--- src/pkg/sst_pkg.sv ---
// shared constants and types for the scan test port and its controller
package sst_pkg;
    // widths of the scan registers
    localparam int CELLS = 20;
    localparam int INS_W = 8;
    localparam int CTL_W = 3;
    // instruction codes; only capture and bypass are fixed values
    localparam logic [7:0] INS_CAPTURE = 8'h81;
    localparam logic [7:0] INS_BYPASS = 8'hff;
    localparam logic [7:0] INS_RUN_TEST = 8'h0a;
    localparam logic [7:0] INS_CTL_SCAN = 8'h0e;
    localparam logic [7:0] INS_CHAIN_READ = 8'h07;
    // boundary-control opcodes for the combined modes
    localparam logic [2:0] OP_SIG_RANDOM = 3'h3;
    localparam logic [2:0] OP_SIG_COUNT = 3'h7;
    // feedback taps, one set per data-flow direction
    localparam logic [19:0] SIG_TAPS_AB = 20'h90000;
    localparam logic [19:0] SIG_TAPS_BA = 20'h90000;
    localparam logic [19:0] PAT_TAPS_AB = 20'h90000;
    localparam logic [19:0] PAT_TAPS_BA = 20'h90000;
    // test-clock timing made by the controller
    localparam int CLK_PERIOD_NS = 10;
    localparam int TCK_HALF_NS = 80;
    localparam int TCK_HALF_CYC =
        (TCK_HALF_NS + CLK_PERIOD_NS - 1) / CLK_PERIOD_NS;
    localparam int TCK_HALF_MIN = 8;
    // controller register byte offsets
    localparam logic [7:0] REG_CTRL = 8'h00;
    localparam logic [7:0] REG_TMS = 8'h04;
    localparam logic [7:0] REG_TDI = 8'h08;
    localparam logic [7:0] REG_TDO = 8'h0c;
    localparam logic [7:0] REG_STATUS = 8'h10;
    // control register fields
    localparam int CTRL_START_BIT = 0;
    localparam int CTRL_LEN_LSB = 8;
    localparam int MAX_BITS = 32;
    localparam logic [5:0] LEN_RESET = 6'h00;
    // tap controller states
    typedef enum logic [15:0] {
        TAP_RESET = 16'h0001,
        TAP_IDLE = 16'h0002,
        TAP_SEL_DR = 16'h0004,
        TAP_CAP_DR = 16'h0008,
        TAP_SH_DR = 16'h0010,
        TAP_EX1_DR = 16'h0020,
        TAP_PAU_DR = 16'h0040,
        TAP_EX2_DR = 16'h0080,
        TAP_UPD_DR = 16'h0100,
        TAP_SEL_IR = 16'h0200,
        TAP_CAP_IR = 16'h0400,
        TAP_SH_IR = 16'h0800,
        TAP_EX1_IR = 16'h1000,
        TAP_PAU_IR = 16'h2000,
        TAP_EX2_IR = 16'h4000,
        TAP_UPD_IR = 16'h8000
    } sst_tap_e;
    // controller sequencer states
    typedef enum logic [2:0] {
        ENG_IDLE = 3'h1,
        ENG_LOW = 3'h2,
        ENG_HIGH = 3'h4
    } sst_eng_e;
endpackage : sst_pkg

--- src/pkg/sst_if.sv ---
// four-wire test access link between controller and device
`timescale 1ns/1ps
interface sst_if;
    logic tck; // test clock from the controller
    logic tms; // mode select
    logic tdi; // serial data into the device
    logic tdo_o; // device serial data out
    logic tdo_oe_n; // low while the device drives tdo
    logic tdo; // resolved wire, pulled high when released
    assign tdo = tdo_oe_n ? 1'b1 : tdo_o;
    modport ctl (output tck, output tms, output tdi, input tdo);
    modport dev (input tck, input tms, input tdi,
        output tdo_o, output tdo_oe_n);
endinterface : sst_if

--- src/hw/sst_device.sv ---
// scan test device: tap, instruction reg, signature and pattern cells
//
// Our own choices: the AHB-Lite interface to the registers and the register addresses.
`timescale 1ns/1ps
module sst_device (
    // clock, reset and enable
    input wire logic hclk,
    input wire logic hresetn,
    input wire logic ce,
    // test access link
    sst_if.dev tap_if,
    // normal-function pins
    input wire logic [sst_pkg::CELLS-1:0] pin_in,
    input wire logic a_to_b_output_enable_n,
    input wire logic b_to_a_output_enable_n,
    output logic [sst_pkg::CELLS-1:0] pin_out,
    output logic pin_out_oe_n
);
    import sst_pkg::*;

    // all state of the device in one record
    typedef struct packed {
        logic tck_s1; // synchroniser stages
        logic tck_s2;
        logic tck_d; // previous synced clock, for edges
        logic tms_s1;
        logic tms_s2;
        logic tdi_s1;
        logic tdi_s2;
        logic ab_s1;
        logic ab_s2;
        logic ba_s1;
        logic ba_s2;
        logic [CELLS-1:0] pin_s1;
        logic [CELLS-1:0] pin_s2;
        sst_tap_e tap; // tap controller state
        logic [INS_W-1:0] ins; // active instruction
        logic [INS_W-1:0] ins_sh; // instruction shift stage
        logic [CTL_W-1:0] ctl_op; // boundary_control_reg
        logic byp; // one-bit bypass register
        logic [2*CELLS-1:0] chain; // boundary_chain, inputs low
        logic [CELLS-1:0] shadow; // shadow latches of output cells
        logic tdo; // serial output flop
        logic tdo_oe_n; // serial output enable
        logic pin_oe_n; // output pin enable
    } sst_dev_s;

    sst_dev_s s_r; // registered state
    sst_dev_s s_nxt; // next state
    logic rise; // synced test clock rose
    logic fall; // synced test clock fell
    logic dir_ok; // exactly one direction enabled
    logic sel_op; // control register in the scan path
    logic sel_chain; // boundary chain in the scan path
    logic run; // combined test mode running this cycle
    logic dr_lsb; // bit the selected data register offers
    logic [CELLS-1:0] sig; // signature half of the chain
    logic [CELLS-1:0] pat; // pattern half of the chain
    logic [CELLS-1:0] sig_taps; // signature feedback mask
    logic [CELLS-1:0] pat_taps; // pattern feedback mask

    // standard sixteen-state tap walk on one mode bit
    function automatic sst_tap_e tap_step(input sst_tap_e st,
                                          input logic m);
        case (st)
            TAP_RESET: tap_step = m ? TAP_RESET : TAP_IDLE;
            TAP_IDLE: tap_step = m ? TAP_SEL_DR : TAP_IDLE;
            TAP_SEL_DR: tap_step = m ? TAP_SEL_IR : TAP_CAP_DR;
            TAP_CAP_DR: tap_step = m ? TAP_EX1_DR : TAP_SH_DR;
            TAP_SH_DR: tap_step = m ? TAP_EX1_DR : TAP_SH_DR;
            TAP_EX1_DR: tap_step = m ? TAP_UPD_DR : TAP_PAU_DR;
            TAP_PAU_DR: tap_step = m ? TAP_EX2_DR : TAP_PAU_DR;
            TAP_EX2_DR: tap_step = m ? TAP_UPD_DR : TAP_SH_DR;
            TAP_UPD_DR: tap_step = m ? TAP_SEL_DR : TAP_IDLE;
            TAP_SEL_IR: tap_step = m ? TAP_RESET : TAP_CAP_IR;
            TAP_CAP_IR: tap_step = m ? TAP_EX1_IR : TAP_SH_IR;
            TAP_SH_IR: tap_step = m ? TAP_EX1_IR : TAP_SH_IR;
            TAP_EX1_IR: tap_step = m ? TAP_UPD_IR : TAP_PAU_IR;
            TAP_PAU_IR: tap_step = m ? TAP_EX2_IR : TAP_PAU_IR;
            TAP_EX2_IR: tap_step = m ? TAP_UPD_IR : TAP_SH_IR;
            TAP_UPD_IR: tap_step = m ? TAP_SEL_DR : TAP_IDLE;
            default: tap_step = TAP_RESET;
        endcase
    endfunction : tap_step

    // next-state logic for the whole device
    always_comb begin
        s_nxt = s_r;
        // two flops on every input from the link or the board
        s_nxt.tck_s1 = tap_if.tck;
        s_nxt.tck_s2 = s_r.tck_s1;
        s_nxt.tck_d = s_r.tck_s2;
        s_nxt.tms_s1 = tap_if.tms;
        s_nxt.tms_s2 = s_r.tms_s1;
        s_nxt.tdi_s1 = tap_if.tdi;
        s_nxt.tdi_s2 = s_r.tdi_s1;
        s_nxt.ab_s1 = a_to_b_output_enable_n;
        s_nxt.ab_s2 = s_r.ab_s1;
        s_nxt.ba_s1 = b_to_a_output_enable_n;
        s_nxt.ba_s2 = s_r.ba_s1;
        s_nxt.pin_s1 = pin_in;
        s_nxt.pin_s2 = s_r.pin_s1;
        // tms, tdi and clock share the same delay, so they stay aligned
        rise = s_r.tck_s2 & ~s_r.tck_d;
        fall = ~s_r.tck_s2 & s_r.tck_d;
        // equal enables mean no single flow: fall back to bypass
        dir_ok = s_r.ab_s2 ^ s_r.ba_s2;
        sel_op = (s_r.ins == INS_CTL_SCAN);
        sel_chain = (s_r.ins == INS_CHAIN_READ);
        run = (s_r.tap == TAP_IDLE) && (s_r.ins == INS_RUN_TEST) &&
              dir_ok && ((s_r.ctl_op == OP_SIG_RANDOM) ||
              (s_r.ctl_op == OP_SIG_COUNT));
        // a-to-b flow when its enable is low
        sig_taps = s_r.ab_s2 ? SIG_TAPS_BA : SIG_TAPS_AB;
        pat_taps = s_r.ab_s2 ? PAT_TAPS_BA : PAT_TAPS_AB;
        sig = s_r.chain[CELLS-1:0];
        pat = s_r.chain[2*CELLS-1:CELLS];
        // unknown instructions fall through to the bypass bit
        if (sel_op) begin
            dr_lsb = s_r.ctl_op[0];
        end else if (sel_chain) begin
            dr_lsb = s_r.chain[0];
        end else begin
            dr_lsb = s_r.byp;
        end
        // rising test-clock edge: sample, shift, step the tap
        if (rise) begin
            case (s_r.tap)
                TAP_CAP_IR: begin
                    s_nxt.ins_sh = INS_CAPTURE;
                end
                TAP_SH_IR: begin
                    s_nxt.ins_sh = {s_r.tdi_s2,
                                    s_r.ins_sh[INS_W-1:1]};
                end
                TAP_CAP_DR: begin
                    // control reg and chain keep their value here
                    if (!sel_op && !sel_chain) begin
                        s_nxt.byp = 1'b0;
                    end
                end
                TAP_SH_DR: begin
                    if (sel_op) begin
                        s_nxt.ctl_op = {s_r.tdi_s2,
                                        s_r.ctl_op[CTL_W-1:1]};
                    end else if (sel_chain) begin
                        s_nxt.chain = {s_r.tdi_s2,
                                       s_r.chain[2*CELLS-1:1]};
                    end else begin
                        s_nxt.byp = s_r.tdi_s2;
                    end
                end
                TAP_IDLE: begin
                    if (run) begin
                        // signature: shift with feedback, xor pins in
                        s_nxt.chain[CELLS-1:0] =
                            {sig[CELLS-2:0], ^(sig & sig_taps)} ^
                            s_r.pin_s2;
                        if (s_r.ctl_op == OP_SIG_RANDOM) begin
                            // zero seed feeds back zero and stays put
                            s_nxt.chain[2*CELLS-1:CELLS] =
                                {pat[CELLS-2:0],
                                 ^(pat & pat_taps)};
                        end else begin
                            s_nxt.chain[2*CELLS-1:CELLS] =
                                pat + 20'h00001;
                        end
                    end
                end
                default: begin
                end
            endcase
            s_nxt.tap = tap_step(s_r.tap, s_r.tms_s2);
        end
        // falling edge: every pin-facing output moves only here
        if (fall) begin
            s_nxt.tdo_oe_n = !((s_r.tap == TAP_SH_IR) ||
                               (s_r.tap == TAP_SH_DR));
            if (s_r.tap == TAP_SH_IR) begin
                s_nxt.tdo = s_r.ins_sh[0];
            end else begin
                s_nxt.tdo = dr_lsb;
            end
            if (s_r.tap == TAP_UPD_IR) begin
                s_nxt.ins = s_r.ins_sh;
            end else if (s_r.tap == TAP_RESET) begin
                s_nxt.ins = INS_BYPASS;
            end
            if (run) begin
                s_nxt.shadow = pat;
            end
            s_nxt.pin_oe_n = !run;
        end
    end

    // single register stage; enable low freezes everything
    always_ff @(posedge hclk or negedge hresetn) begin
        if (!hresetn) begin
            s_r <= '0;
            s_r.tap <= TAP_RESET;
            s_r.ins <= INS_BYPASS;
            s_r.tdo_oe_n <= 1'b1;
            s_r.pin_oe_n <= 1'b1;
        end else if (ce) begin
            s_r <= s_nxt;
        end
    end

    // outputs straight from flops
    assign tap_if.tdo_o = s_r.tdo;
    assign tap_if.tdo_oe_n = s_r.tdo_oe_n;
    assign pin_out = s_r.shadow;
    assign pin_out_oe_n = s_r.pin_oe_n;
endmodule : sst_device

--- src/flat_wrapper.sv ---
// flat-port wrapper written by rule: the top's interface ports become plain ports
module sst_device_flat import sst_pkg::*;
  (hclk, hresetn, ce, pin_in, a_to_b_output_enable_n, b_to_a_output_enable_n, pin_out, pin_out_oe_n, tap_if_tck, tap_if_tms, tap_if_tdi, tap_if_tdo_o, tap_if_tdo_oe_n);
  sst_if tap_if_i ();
  input wire logic hclk;
  input wire logic hresetn;
  input wire logic ce;
  input wire logic [sst_pkg::CELLS-1:0] pin_in;
  input wire logic a_to_b_output_enable_n;
  input wire logic b_to_a_output_enable_n;
  output logic [sst_pkg::CELLS-1:0] pin_out;
  output logic pin_out_oe_n;
  input wire logic [$bits(tap_if_i.tck)-1:0] tap_if_tck;
  input wire logic [$bits(tap_if_i.tms)-1:0] tap_if_tms;
  input wire logic [$bits(tap_if_i.tdi)-1:0] tap_if_tdi;
  output wire logic [$bits(tap_if_i.tdo_o)-1:0] tap_if_tdo_o;
  output wire logic [$bits(tap_if_i.tdo_oe_n)-1:0] tap_if_tdo_oe_n;
  assign tap_if_i.tck = tap_if_tck;
  assign tap_if_i.tms = tap_if_tms;
  assign tap_if_i.tdi = tap_if_tdi;
  assign tap_if_tdo_o = tap_if_i.tdo_o;
  assign tap_if_tdo_oe_n = tap_if_i.tdo_oe_n;
  sst_device u_core (.hclk(hclk), .hresetn(hresetn), .ce(ce), .tap_if(tap_if_i), .pin_in(pin_in), .a_to_b_output_enable_n(a_to_b_output_enable_n), .b_to_a_output_enable_n(b_to_a_output_enable_n), .pin_out(pin_out), .pin_out_oe_n(pin_out_oe_n));
endmodule
--- config.mk ---
export PLATFORM = sky130hd
export DESIGN_NAME = sst_device_flat
export DESIGN_NICKNAME = d
export VERILOG_FILES = /design/src/pkg/sst_pkg.sv /design/src/pkg/sst_if.sv /design/src/hw/sst_device.sv /design/src/flat_wrapper.sv
export SDC_FILE = /design/constraint.sdc
export NUM_CORES = 1
export LEC_CHECK = 0
export BUFFER_PORTS_ARGS = -buffer_cell sky130_fd_sc_hd__buf_4
export CORE_MARGIN = 2
export CORE_UTILIZATION = 35
export DETAILED_ROUTE_END_ITERATION = 6
export RECOVER_POWER = 50
export REMOVE_ABC_BUFFERS = 1
export SLEW_MARGIN = 10
export SYNTH_ARGS = -nofsm -noshare
export SYNTH_HDL_FRONTEND = slang
export SYNTH_SLANG_ARGS = --single-unit
--- constraint.sdc ---
create_clock -name hclk -period 3.27 [get_ports hclk]
set_input_delay 0.327 -clock hclk [delete_from_list [all_inputs] [get_ports hclk]]
set_output_delay 0.327 -clock hclk [all_outputs]
set_load 0.02 [all_outputs]
==> impl_results.md, run 1 <==
* Most frequent cell after synthesis: dfrtp_1
* Fmax at 329 MHz
* Largest net degree at the start of global routing at 84
* Die height at 152 um
* Syn. warnings at 0
* LEAKAGE at 3.63 nW
* Non-Filler Instances at 1023
* Worst-Margin Slew at 2720 ps
* Crit path kind: reg2reg
* GP Congestion at 0.835
* Flop-to-flop setup slack at 230 ps
* Outcome: finished with violations
* Worst setup SP type: register
* Final Setup Violations at 0
* Drt drc at 0
* Synthesized area per cell at 10.7 um2
* Pwr dens at 595 nW/um2
* Worst slew margin at -81.0%
* Row cnt at 54
* Sequential share of the synthesized area at 49.3%
* Worst hold path type: in2reg
* CTS Sinks at 150
* Crit. path cell count at 6
* Worst reg-to-reg path cell count at 6
* Clock buffer count from CTS at 17
* Unique cell type count in the Yosys netlist at 69
* Placed Area at 8150 um2
* Largest cells by area after synthesis: dfrtp_1 (45%), mux2_2 (14%), dfstp_2 (3.8%)
* Hold Vio Cnt, Final at 0
* First-pass GRT wire length at 27500 um
* Post-Route Skew at 11.5 ps
* Crit path largest cell delay at 620 ps
* CTS H-tree lvls at 4
* DR pass1 iterations at 4
* Post-synthesis cell area at 7640 um2
* Crit path capture: u_core.pat[10]
* I/O pin count at 51
* Routed Antenna Nets at 0
* Psw at 1.61 mW
* DR vias at 5513
* Tmin final at 3040 ps
* Sequential Power Share at 43.7%
* Hold Crit Depth at 2
* Max Cap Violations at 2
* Clock power frac at 36.9%
* Number of DRC markers in iteration 0 at 350
* RR Startpoint: u_core.s_r[77]
* Hold slack at 120 ps
* CP top delay family: simple AND/OR/NAND/NOR gates
* GRT Residual Overflow at 0
* Share of cells above drive strength 1 at 25.6%
* TritonCTS clock tree: yes
* Tot Pwr at 5.14 mW
* Total Wirelength at 16400 um
* FILL cells at 2115
* Vias in the first global route at 5209
* Die area at 23000 um2
* Layout Utilization at 39.9%
* Crit. Startpoint: u_core.s_r[77]
* Nature of the critical path endpoint: register
* CP Data Required Time at 3580 ps
* Layout Nets at 759
* R2R Path End: u_core.pat[10]
* Hold-fix buffers, CTS at 1
* Min-delay src: pin_in[13]
* Layout area overhead at 13.0%
* Final WS setup at 232 ps
* Port Buffers at 50
* Primary FF master, synth: dfrtp_1
* Wirelength per Cell at 16.0 um
* Max Slew Vio Count at 136
* GRT Total Usage at 15.1%
* Initial Util at 35.4%
* # diodes at 0
* Critical Path AT at 3350 ps
* Critical path's slowest cell: nor4b_1
* Worst Path Buf+Inv at 1
* CP Max Fanout at 18
* Placed cell count at 990
* CTS Buffer Depth at 2
* Internal cell power at 3.53 mW
* Asr flop ratio synth at 100%
* Net Sw Frac at 31.3%
* RSZ-0062 raised after global routing: false
* EDFF count, synth at 0
* Setup Fix Bufs, Post-CTS at 0
* Die extent in x at 152 um
* Failing checks: max-capacitance violations, max-slew violations
* Placeable Area at 21600 um2
* Period utilization at 92.9%
* Post-CTS Resized at 0
* Post-DP HPWL at 10900 um
* Clock root buffer: clkbuf_16
* Post-Syn Instances at 712
* Via/cell ratio at 5.39
* Worst path cell trace: or3b_2 -> nor4b_1 -> o2bb2a_1 -> nor2_2 -> buf_4 -> mux2_2
* VDD IR max at 0.429 mV
* Commonest cells in the synthesized netlist: dfrtp_1 (139), mux2_2 (92), nand2_1 (62)
* Synth Register Bits at 150
* Worst-path clk slew at 70 ps
* Pre-CTS WS at 328 ps
* Post-route cell area at 8640 um2
* Synth top area share at 45.5%
* Cell taking the most area after synthesis: dfrtp_1
* Setup TNS at 0 ps
* Combinational share of power at 19.4%
* Worst-Skew Late Latency at 440 ps
* Initial antenna violation count at 0
## power groups by stage
stage / sequential [mW] / clock, mW / combinational [mW]
detailed placement: 2.28 / 0 / 1.00
global route: 2.27 / 2.03 / 1.12
finish: 2.24 / 1.89 / 0.997
floorplan: 2.23 / 0 / 0.703
CTS: 2.25 / 1.94 / 1.01
global placement: 2.27 / 0 / 0.998
## worst register-to-register path: stages (launching register included)
cell      delay (ps)
dfstp_2          540
or3b_2           500
nor4b_1          620
o2bb2a_1         450
nor2_2           160
buf_4            280
mux2_2           370
## state kept, by name, summed over array words and instances (netlist names)
register	flops
u_core.s_r	81
u_core.tap_if.tdo_oe_n	1
u_core.pin_out_oe_n	1
u_core.s_nxt	26
u_core.pat	20
u_core.pin_out	20
u_core.tap_if.tdo_o	1
## final cells by class
type / instances / area, um2 / area share (%)
sequential: 150 / 3770 / 43.6
multi-input combinational: 480 / 3470 / 40.2
clock buffer: 18 / 439 / 5.08
timing repair buffer: 70 / 437 / 5.06
tap: 280 / 350 / 4.06
clock inverter: 14 / 130 / 1.51
inverter: 11 / 41.3 / 0.478
## cell families (layout without fill, tap and decap cells)
family,Yosys count,in the layout,share of synthesized area [%]
AND/OR/NAND/NOR,199,199,14.1
buffers and inverters,82,113,5.37
flip-flops,150,150,49.3
adder cells (fa/ha/maj),1,1,0.164
multiplexers,100,100,14.6
XOR/XNOR,29,29,3.32
AO/OA/AOI/OAI,151,151,13.2
## worst min-delay path by stage
| stage | end | slack (ps) |
|---|---|---|
| 6_report | u_core.s_nxt[112] | 120 |
| 5_1_grt | u_core.s_nxt[113] | 100 |
| 4_1_cts | u_core.s_nxt[112] | 100 |
| 3_5_place_dp | u_core.s_nxt[110] | 430 |
| 3_3_place_gp | u_core.s_nxt[110] | 440 |
| 2_1_floorplan | u_core.pat[0] | 30 |
## cell usage in the layout, fill, tap and decap left out, types with 5 or more instances in the layout
| master | n |
|---|---|
| a211oi_1 | 6 |
| a21oi_1 | 26 |
| a22o_1 | 6 |
| a311oi_1 | 6 |
| a31oi_1 | 9 |
| and4b_1 | 5 |
| buf_4 | 44 |
| clkbuf_1 | 23 |
| clkbuf_16 | 17 |
| dfrtp_1 | 139 |
| dfstp_2 | 11 |
| inv_1 | 11 |
| inv_6 | 5 |
| mux2_2 | 92 |
| mux2i_1 | 8 |
| nand2_1 | 62 |
| nand3_1 | 16 |
| nand4_1 | 9 |
| nand4b_1 | 7 |
| nor2_1 | 33 |
| nor3_1 | 12 |
| nor4_1 | 15 |
| o21ai_0 | 42 |
| o22a_1 | 10 |
| o31ai_1 | 13 |
| or3_1 | 6 |
| or4_1 | 5 |
| xnor2_1 | 24 |
| xor2_1 | 5 |
## per-layer routing
metal  track usage (%)  share of wire, %  wire [um]  up-vias
met5                 0                 0          0        -
met4              4.81               1.2        204        0
met3              3.98               4.4        724       23
met2              22.6                45       7430      108
met1              21.5                49       8010     2743
li1                  -                 -          -     2639
(Power assumes the default switching activity.)
==> inputs of run 2 (changes only) <==
Settings changed: CELL_PAD_IN_SITES_DETAIL_PLACEMENT set to 1, CELL_PAD_IN_SITES_GLOBAL_PLACEMENT set to 2, PLACE_DENSITY_LB_ADDON set to 0.1.
==> run 2 against run 1 <==
Compared with the run above: the run still ends with max-capacitance violations, max-slew violations left; sequential cell count unchanged; clock-buffer cell count is the same; die area unchanged; maximum frequency is 5.9% higher; non-clock buffer count increased by 1; global-route usage rose by 3.0 points; critical path type unchanged; largest power group unchanged.
==> impl_results.md, run 2 (synthesized netlist as in run 1, its figures left out) <==
* Combinational share of power at 19.7% (+0.3 points)
* Flop-to-flop setup slack at 400 ps (+170 ps)
* Layout Utilization at 40.1% (+0.19 points)
* I/O pin count at 51 (unchanged)
* Die area at 23000 um2 (unchanged)
* Nature of the critical path endpoint: register
* Placeable Area at 21600 um2 (unchanged)
* Via/cell ratio at 5.45 (+1.0%)
* Worst reg-to-reg path cell count at 6 (unchanged)
* Outcome: finished with violations
* Psw at 1.67 mW (+3.8%)
* Clock root buffer: clkbuf_16
* DR pass1 iterations at 4 (unchanged)
* Fmax at 349 MHz (+5.9%)
* Share of cells above drive strength 1 at 25.3% (-0.30 points)
* Port Buffers at 50 (unchanged)
* Number of DRC markers in iteration 0 at 197 (-44%)
* Routed Antenna Nets at 0 (unchanged)
* Worst-Skew Late Latency at 440 ps (about the same)
* Crit path kind: reg2reg
* RR Startpoint: u_core.s_r[77]
* CTS Sinks at 150 (unchanged)
* Critical Path AT at 3180 ps (-170 ps)
* Clock power frac at 37.6% (+0.7 points)
* # diodes at 0 (unchanged)
* Net Sw Frac at 31.7% (+0.40 points)
* Clock buffer count from CTS at 17 (unchanged)
* CP Data Required Time at 3580 ps (about the same)
* Layout Nets at 760 (+0.13%)
* Initial antenna violation count at 0 (unchanged)
* Commonest cells after routing, fill and taps aside: dfrtp_1 (139), mux2_2 (92), nand2_1 (62)
* Setup Fix Bufs, Post-CTS at 0 (unchanged)
* Min-delay src: pin_in[4]
* GP Congestion at 0.807 (-3.4%)
* TritonCTS clock tree: yes
* Max reg flops at 81 (unchanged)
* GRT Residual Overflow at 0 (unchanged)
* Hold Vio Cnt, Final at 0 (unchanged)
* Wirelength per Cell at 18.9 um (+18%)
* Row cnt at 54 (unchanged)
* Die extent in x at 152 um (unchanged)
* LEAKAGE at 3.64 nW (+0.23%)
* Max Cap Violations at 2 (unchanged)
* RSZ-0062 raised after global routing: false
* Worst slew margin at -67.0% (+14 points)
* Tmin final at 2870 ps (-170 ps)
* Hold-fix buffers, CTS at 1 (unchanged)
* R2R Path End: u_core.s_r[41]
* Layout area overhead at 13.5%
* Setup TNS at 0 ps (unchanged)
* Worst setup SP type: register
* CTS H-tree lvls at 4 (unchanged)
* Worst-path clk slew at 70 ps (about the same)
* Worst-Margin Slew at 2500 ps (-211 ps)
* Post-Route Skew at 18.1 ps (+6.61 ps)
* Drt drc at 0 (unchanged)
* Internal cell power at 3.59 mW (+1.8%)
* GRT Total Usage at 18.1% (+3.0 points)
* Post-DP HPWL at 13000 um (+19%)
* Post-CTS Resized at 0 (unchanged)
* Total Wirelength at 19300 um (+18%)
* Tot Pwr at 5.26 mW (+2.4%)
* Die height at 152 um (unchanged)
* VDD IR max at 0.314 mV (-27%)
* First-pass GRT wire length at 32200 um (+17%)
* Final Setup Violations at 0 (unchanged)
* Hold slack at 120 ps (+0.464 ps)
* Largest net degree at the start of global routing at 75 (-11%)
* Register with the most flip-flops: u_core.s_r
* Sequential Power Share at 42.7% (-1.0 points)
* Period utilization at 87.7% (-5.2 points)
* Commonest non-fill, non-tap cell in the layout: dfrtp_1
* DR vias at 5576 (+1.1%)
* Failing checks: max-capacitance violations, max-slew violations
* Worst hold path type: in2reg
* Vias in the first global route at 5947 (+14%)
* CP Max Fanout at 29 (+11)
* CTS Buffer Depth at 2 (unchanged)
* Pwr dens at 606 nW/um2 (+2.0%)
* Hold Crit Depth at 2 (unchanged)
* Hold endpoint: u_core.s_nxt[103]
* Initial Util at 35.4% (unchanged)
* Max Slew Vio Count at 124 (-8.8%)
==> run 2: worst max path at each step <==
| stage | from | to | depth (start not counted) |
|---|---|---|---|
| global route | u_core.s_r[76] | u_core.s_r[26] | 6 |
| finish | u_core.s_r[77] | u_core.s_r[41] | 6 |
| detailed placement | u_core.s_r[77] | u_core.s_r[26] | 6 |
| floorplan | u_core.s_r[92] | u_core.pin_out[0] | 4 |
| CTS | u_core.s_r[77] | u_core.s_r[26] | 6 |
| global placement | u_core.s_r[77] | u_core.s_r[27] | 6 |
==> run 2: per-layer routing <==
layer / part of all wire (%) / vias up / routed length [um] / global-route usage [%]
met5: 0 / - / 0 / 0
met4: 1.3 / 0 / 249 / 5.46
met3: 2.6 / 17 / 510 / 3.50
met2: 49 / 72 / 9370 / 29.5
met1: 48 / 2856 / 9180 / 24.5
li1: - / 2631 / - / -
==> run 2: stage by stage <==
stage	cells	setup slack [ps]	instance area, um2
6_report	1024	402	8680
5_1_grt	1024	262	8680
4_1_cts	1024	399	8780
3_5_place_dp	991	405	8190
3_3_place_gp	991	483	8190
2_1_floorplan	641	-1290	7280
==> run 2: power groups by stage <==
stage | combinational, mW | sequential [mW] | clock, mW
6_report | 1.04 | 2.25 | 1.98
5_1_grt | 1.17 | 2.28 | 2.12
4_1_cts | 1.06 | 2.25 | 2.04
3_5_place_dp | 1.05 | 2.28 | 0
3_3_place_gp | 1.04 | 2.27 | 0
2_1_floorplan | 0.703 | 2.23 | 0
==> run 2: final cells by class <==
| type | count | area [um2] |
|---|---|---|
| inverter | 11 | 41.3 |
| sequential | 150 | 3770 |
| tap | 280 | 350 |
| clock buffer | 18 | 429 |
| fill | 2378 | 12900 |
| timing repair buffer | 71 | 462 |
| multi-input combinational | 480 | 3470 |
| clock inverter | 14 | 156 |
==> run 2: worst max-delay path, cell delays in order (launching register included) <==
cell	delay, ps
dfstp_2	530
or3b_2	500
nor4b_1	560
o2bb2a_1	320
nor2_2	190
buf_12	230
mux2_2	370
==> inputs of run 3 (changes only) <==
Clock period 3.27 ns to 2.8 ns, I/O delays scaled along.
==> run 3 against run 2 <==
Compared with the run above: the flow still finishes with violations (max-capacitance violations, max-slew violations); die area is the same; total power grew 21%; clock-buffer cell count is the same; cell count grew 1.6%; critical endpoint is now u_core.s_r[26]; largest power group unchanged; highest routed layer unchanged.
==> impl_results.md, run 3 (synthesized netlist as in run 1, its figures left out) <==
* Outcome: finished with violations
* Failing checks: max-capacitance violations, max-slew violations
* Placeable Area at 21600 um2 (unchanged)
* CP Data Required Time at 3100 ps (-480 ps)
* Commonest cells after routing, fill and taps aside: dfrtp_1 (139), mux2_2 (92), nand2_1 (62)
* GRT Total Usage at 18.0% (-0.18 points)
* Worst hold path type: in2reg
* Row cnt at 54 (unchanged)
* I/O pin count at 51 (unchanged)
* Worst-path clk slew at 70 ps (about the same)
* Worst slew margin at -4.03% (+63 points)
* Crit path kind: reg2reg
* R2R Path End: u_core.s_r[26]
* Layout Nets at 776 (+2.1%)
* Fmax at 376 MHz (+7.9%)
* Number of DRC markers in iteration 0 at 303 (+54%)
* Final Setup Violations at 0 (unchanged)
* DR pass1 iterations at 6 (+2)
* Vias in the first global route at 5935 (-0.20%)
* # diodes at 0 (unchanged)
* Worst setup SP type: register
* Drt drc at 0 (unchanged)
* Die area at 23000 um2 (unchanged)
* Die extent in x at 152 um (unchanged)
* Max reg flops at 81 (unchanged)
* Worst-Skew Late Latency at 420 ps (-20 ps)
* GP Congestion at 0.834 (+3.4%)
* Wirelength per Cell at 18.6 um (-1.1%)
* Hold Vio Cnt, Final at 0 (unchanged)
* Area occupied by multi-input gates at 3490 um2 (+0.40%)
* Critical Path AT at 2960 ps (-220 ps)
* Max Cap Violations at 1 (-1)
* RR Startpoint: u_core.s_r[92]
* Commonest non-fill, non-tap cell in the layout: dfrtp_1
* Clock root buffer: clkbuf_16
* Layout area overhead at 15.9%
* Hold Crit Depth at 2 (unchanged)
* Pwr dens at 718 nW/um2 (+18%)
* Clock buffer count from CTS at 17 (unchanged)
* First-pass GRT wire length at 32200 um (about the same)
* CTS Buffer Depth at 2 (unchanged)
* Hold endpoint: u_core.s_nxt[110]
* CP Max Fanout at 31 (+6.9%)
* DR vias at 5635 (+1.1%)
* Min-delay src: pin_in[11]
* GRT Residual Overflow at 0 (unchanged)
* Port Buffers at 50 (unchanged)
* Register with the most flip-flops: u_core.s_r
* LEAKAGE at 3.75 nW (+3.2%)
* Routed Antenna Nets at 0 (unchanged)
* Setup TNS at 0 ps (unchanged)
* Post-DP HPWL at 13100 um (+1.3%)
* Nature of the critical path endpoint: register
* Placed cell count at 1007 (+1.6%)
* Non-Filler Instances at 1040 (+1.6%)
* VDD IR max at 0.367 mV (+17%)
* Via/cell ratio at 5.42 (-0.50%)
* Flop-to-flop setup slack at 140 ps (-260 ps)
* Layout Utilization at 41.0% (+0.86 points)
* FILL cells at 2407 (+1.2%)
* Hold slack at 85.3 ps (-34.7 ps)
* TritonCTS clock tree: yes
* Die height at 152 um (unchanged)
* Post-Route Skew at 14.8 ps (-3.34 ps)
* Share of cells above drive strength 1 at 27.6% (+2.4 points)
* Period utilization at 94.9% (+7.2 points)
* Largest net degree at the start of global routing at 59 (-21%)
* Initial antenna violation count at 0 (unchanged)
* Max Slew Vio Count at 59 (-52%)
* Initial Util at 35.4% (unchanged)
* CTS H-tree lvls at 4 (unchanged)
* Worst-Margin Slew at 1560 ps (-944 ps)
* Sequential cell area at 3770 um2 (unchanged)
* Tmin final at 2660 ps (-210 ps)
* CTS Sinks at 150 (unchanged)
* Worst reg-to-reg path cell count at 6 (unchanged)
* Total Wirelength at 19400 um (+0.40%)
==> run 3: worst max path at each step <==
| stage | to | slack, ps | startpoint |
|---|---|---|---|
| after CTS | u_core.s_r[32] | 110 | u_core.s_r[77] |
| after detailed placement | u_core.s_r[26] | 100 | u_core.s_r[77] |
| after global placement | u_core.s_r[35] | 110 | u_core.s_r[77] |
| final | u_core.s_r[26] | 140 | u_core.s_r[92] |
| after global routing | u_core.pat[5] | -20 | u_core.s_r[92] |
| after floorplan | u_core.pin_out[0] | -1760 | u_core.s_r[92] |
==> run 3: cell type report <==
type	count	share of cell area [%]
clock buffers	18	4.95
flip-flops and latches	150	42.5
inverters	11	0.466
clock inverters	14	2.02
multi-input cells	480	39.3
repair buffers	87	6.78
well taps	280	3.95
==> run 3: per-stage QoR <==
step | total power, mW | worst slack [ps] | cell area, um2
floorplan | 3.43 | -1760 | 7280
global placement | 3.96 | 108 | 8320
detailed placement | 3.99 | 104 | 8320
CTS | 6.46 | 114 | 8950
global route | 6.72 | -24.1 | 8860
finish | 6.37 | 141 | 8860
==> run 3: worst max-delay path, cell delays in order, from the launching register on <==
cell	delay, ps
dfrtp_1	450
or4_1	690
nor4_4	350
o2bb2a_1	290
nor2_2	140
buf_12	240
mux2_2	370
==> run 3: report_power, final <==
group,total [mW],internal [mW],leakage (nW),switching [mW]
clock network,2.42,1.39,0.303,1.03
registers,2.62,2.42,1.91,0.202
logic,1.33,0.591,1.54,0.739
total,6.37,4.39,3.75,1.97
==> run 3: timing repair <==
item	in CTS	in global routing
buffers inserted	0	0
endpoints found under the setup margin	0	21
hold buffers	1	0
resized for setup	0	3
hold endpoints to repair	43	0
==> run 3: routing by layer <==
| layer | GRT usage (%) | part of all wire, % | wire (um) |
|---|---|---|---|
| met5 | 0 | 0 | 0 |
| met4 | 5.00 | 1.1 | 212 |
| met3 | 2.81 | 2.3 | 453 |
| met2 | 29.5 | 48 | 9320 |
| met1 | 24.6 | 49 | 9400 |
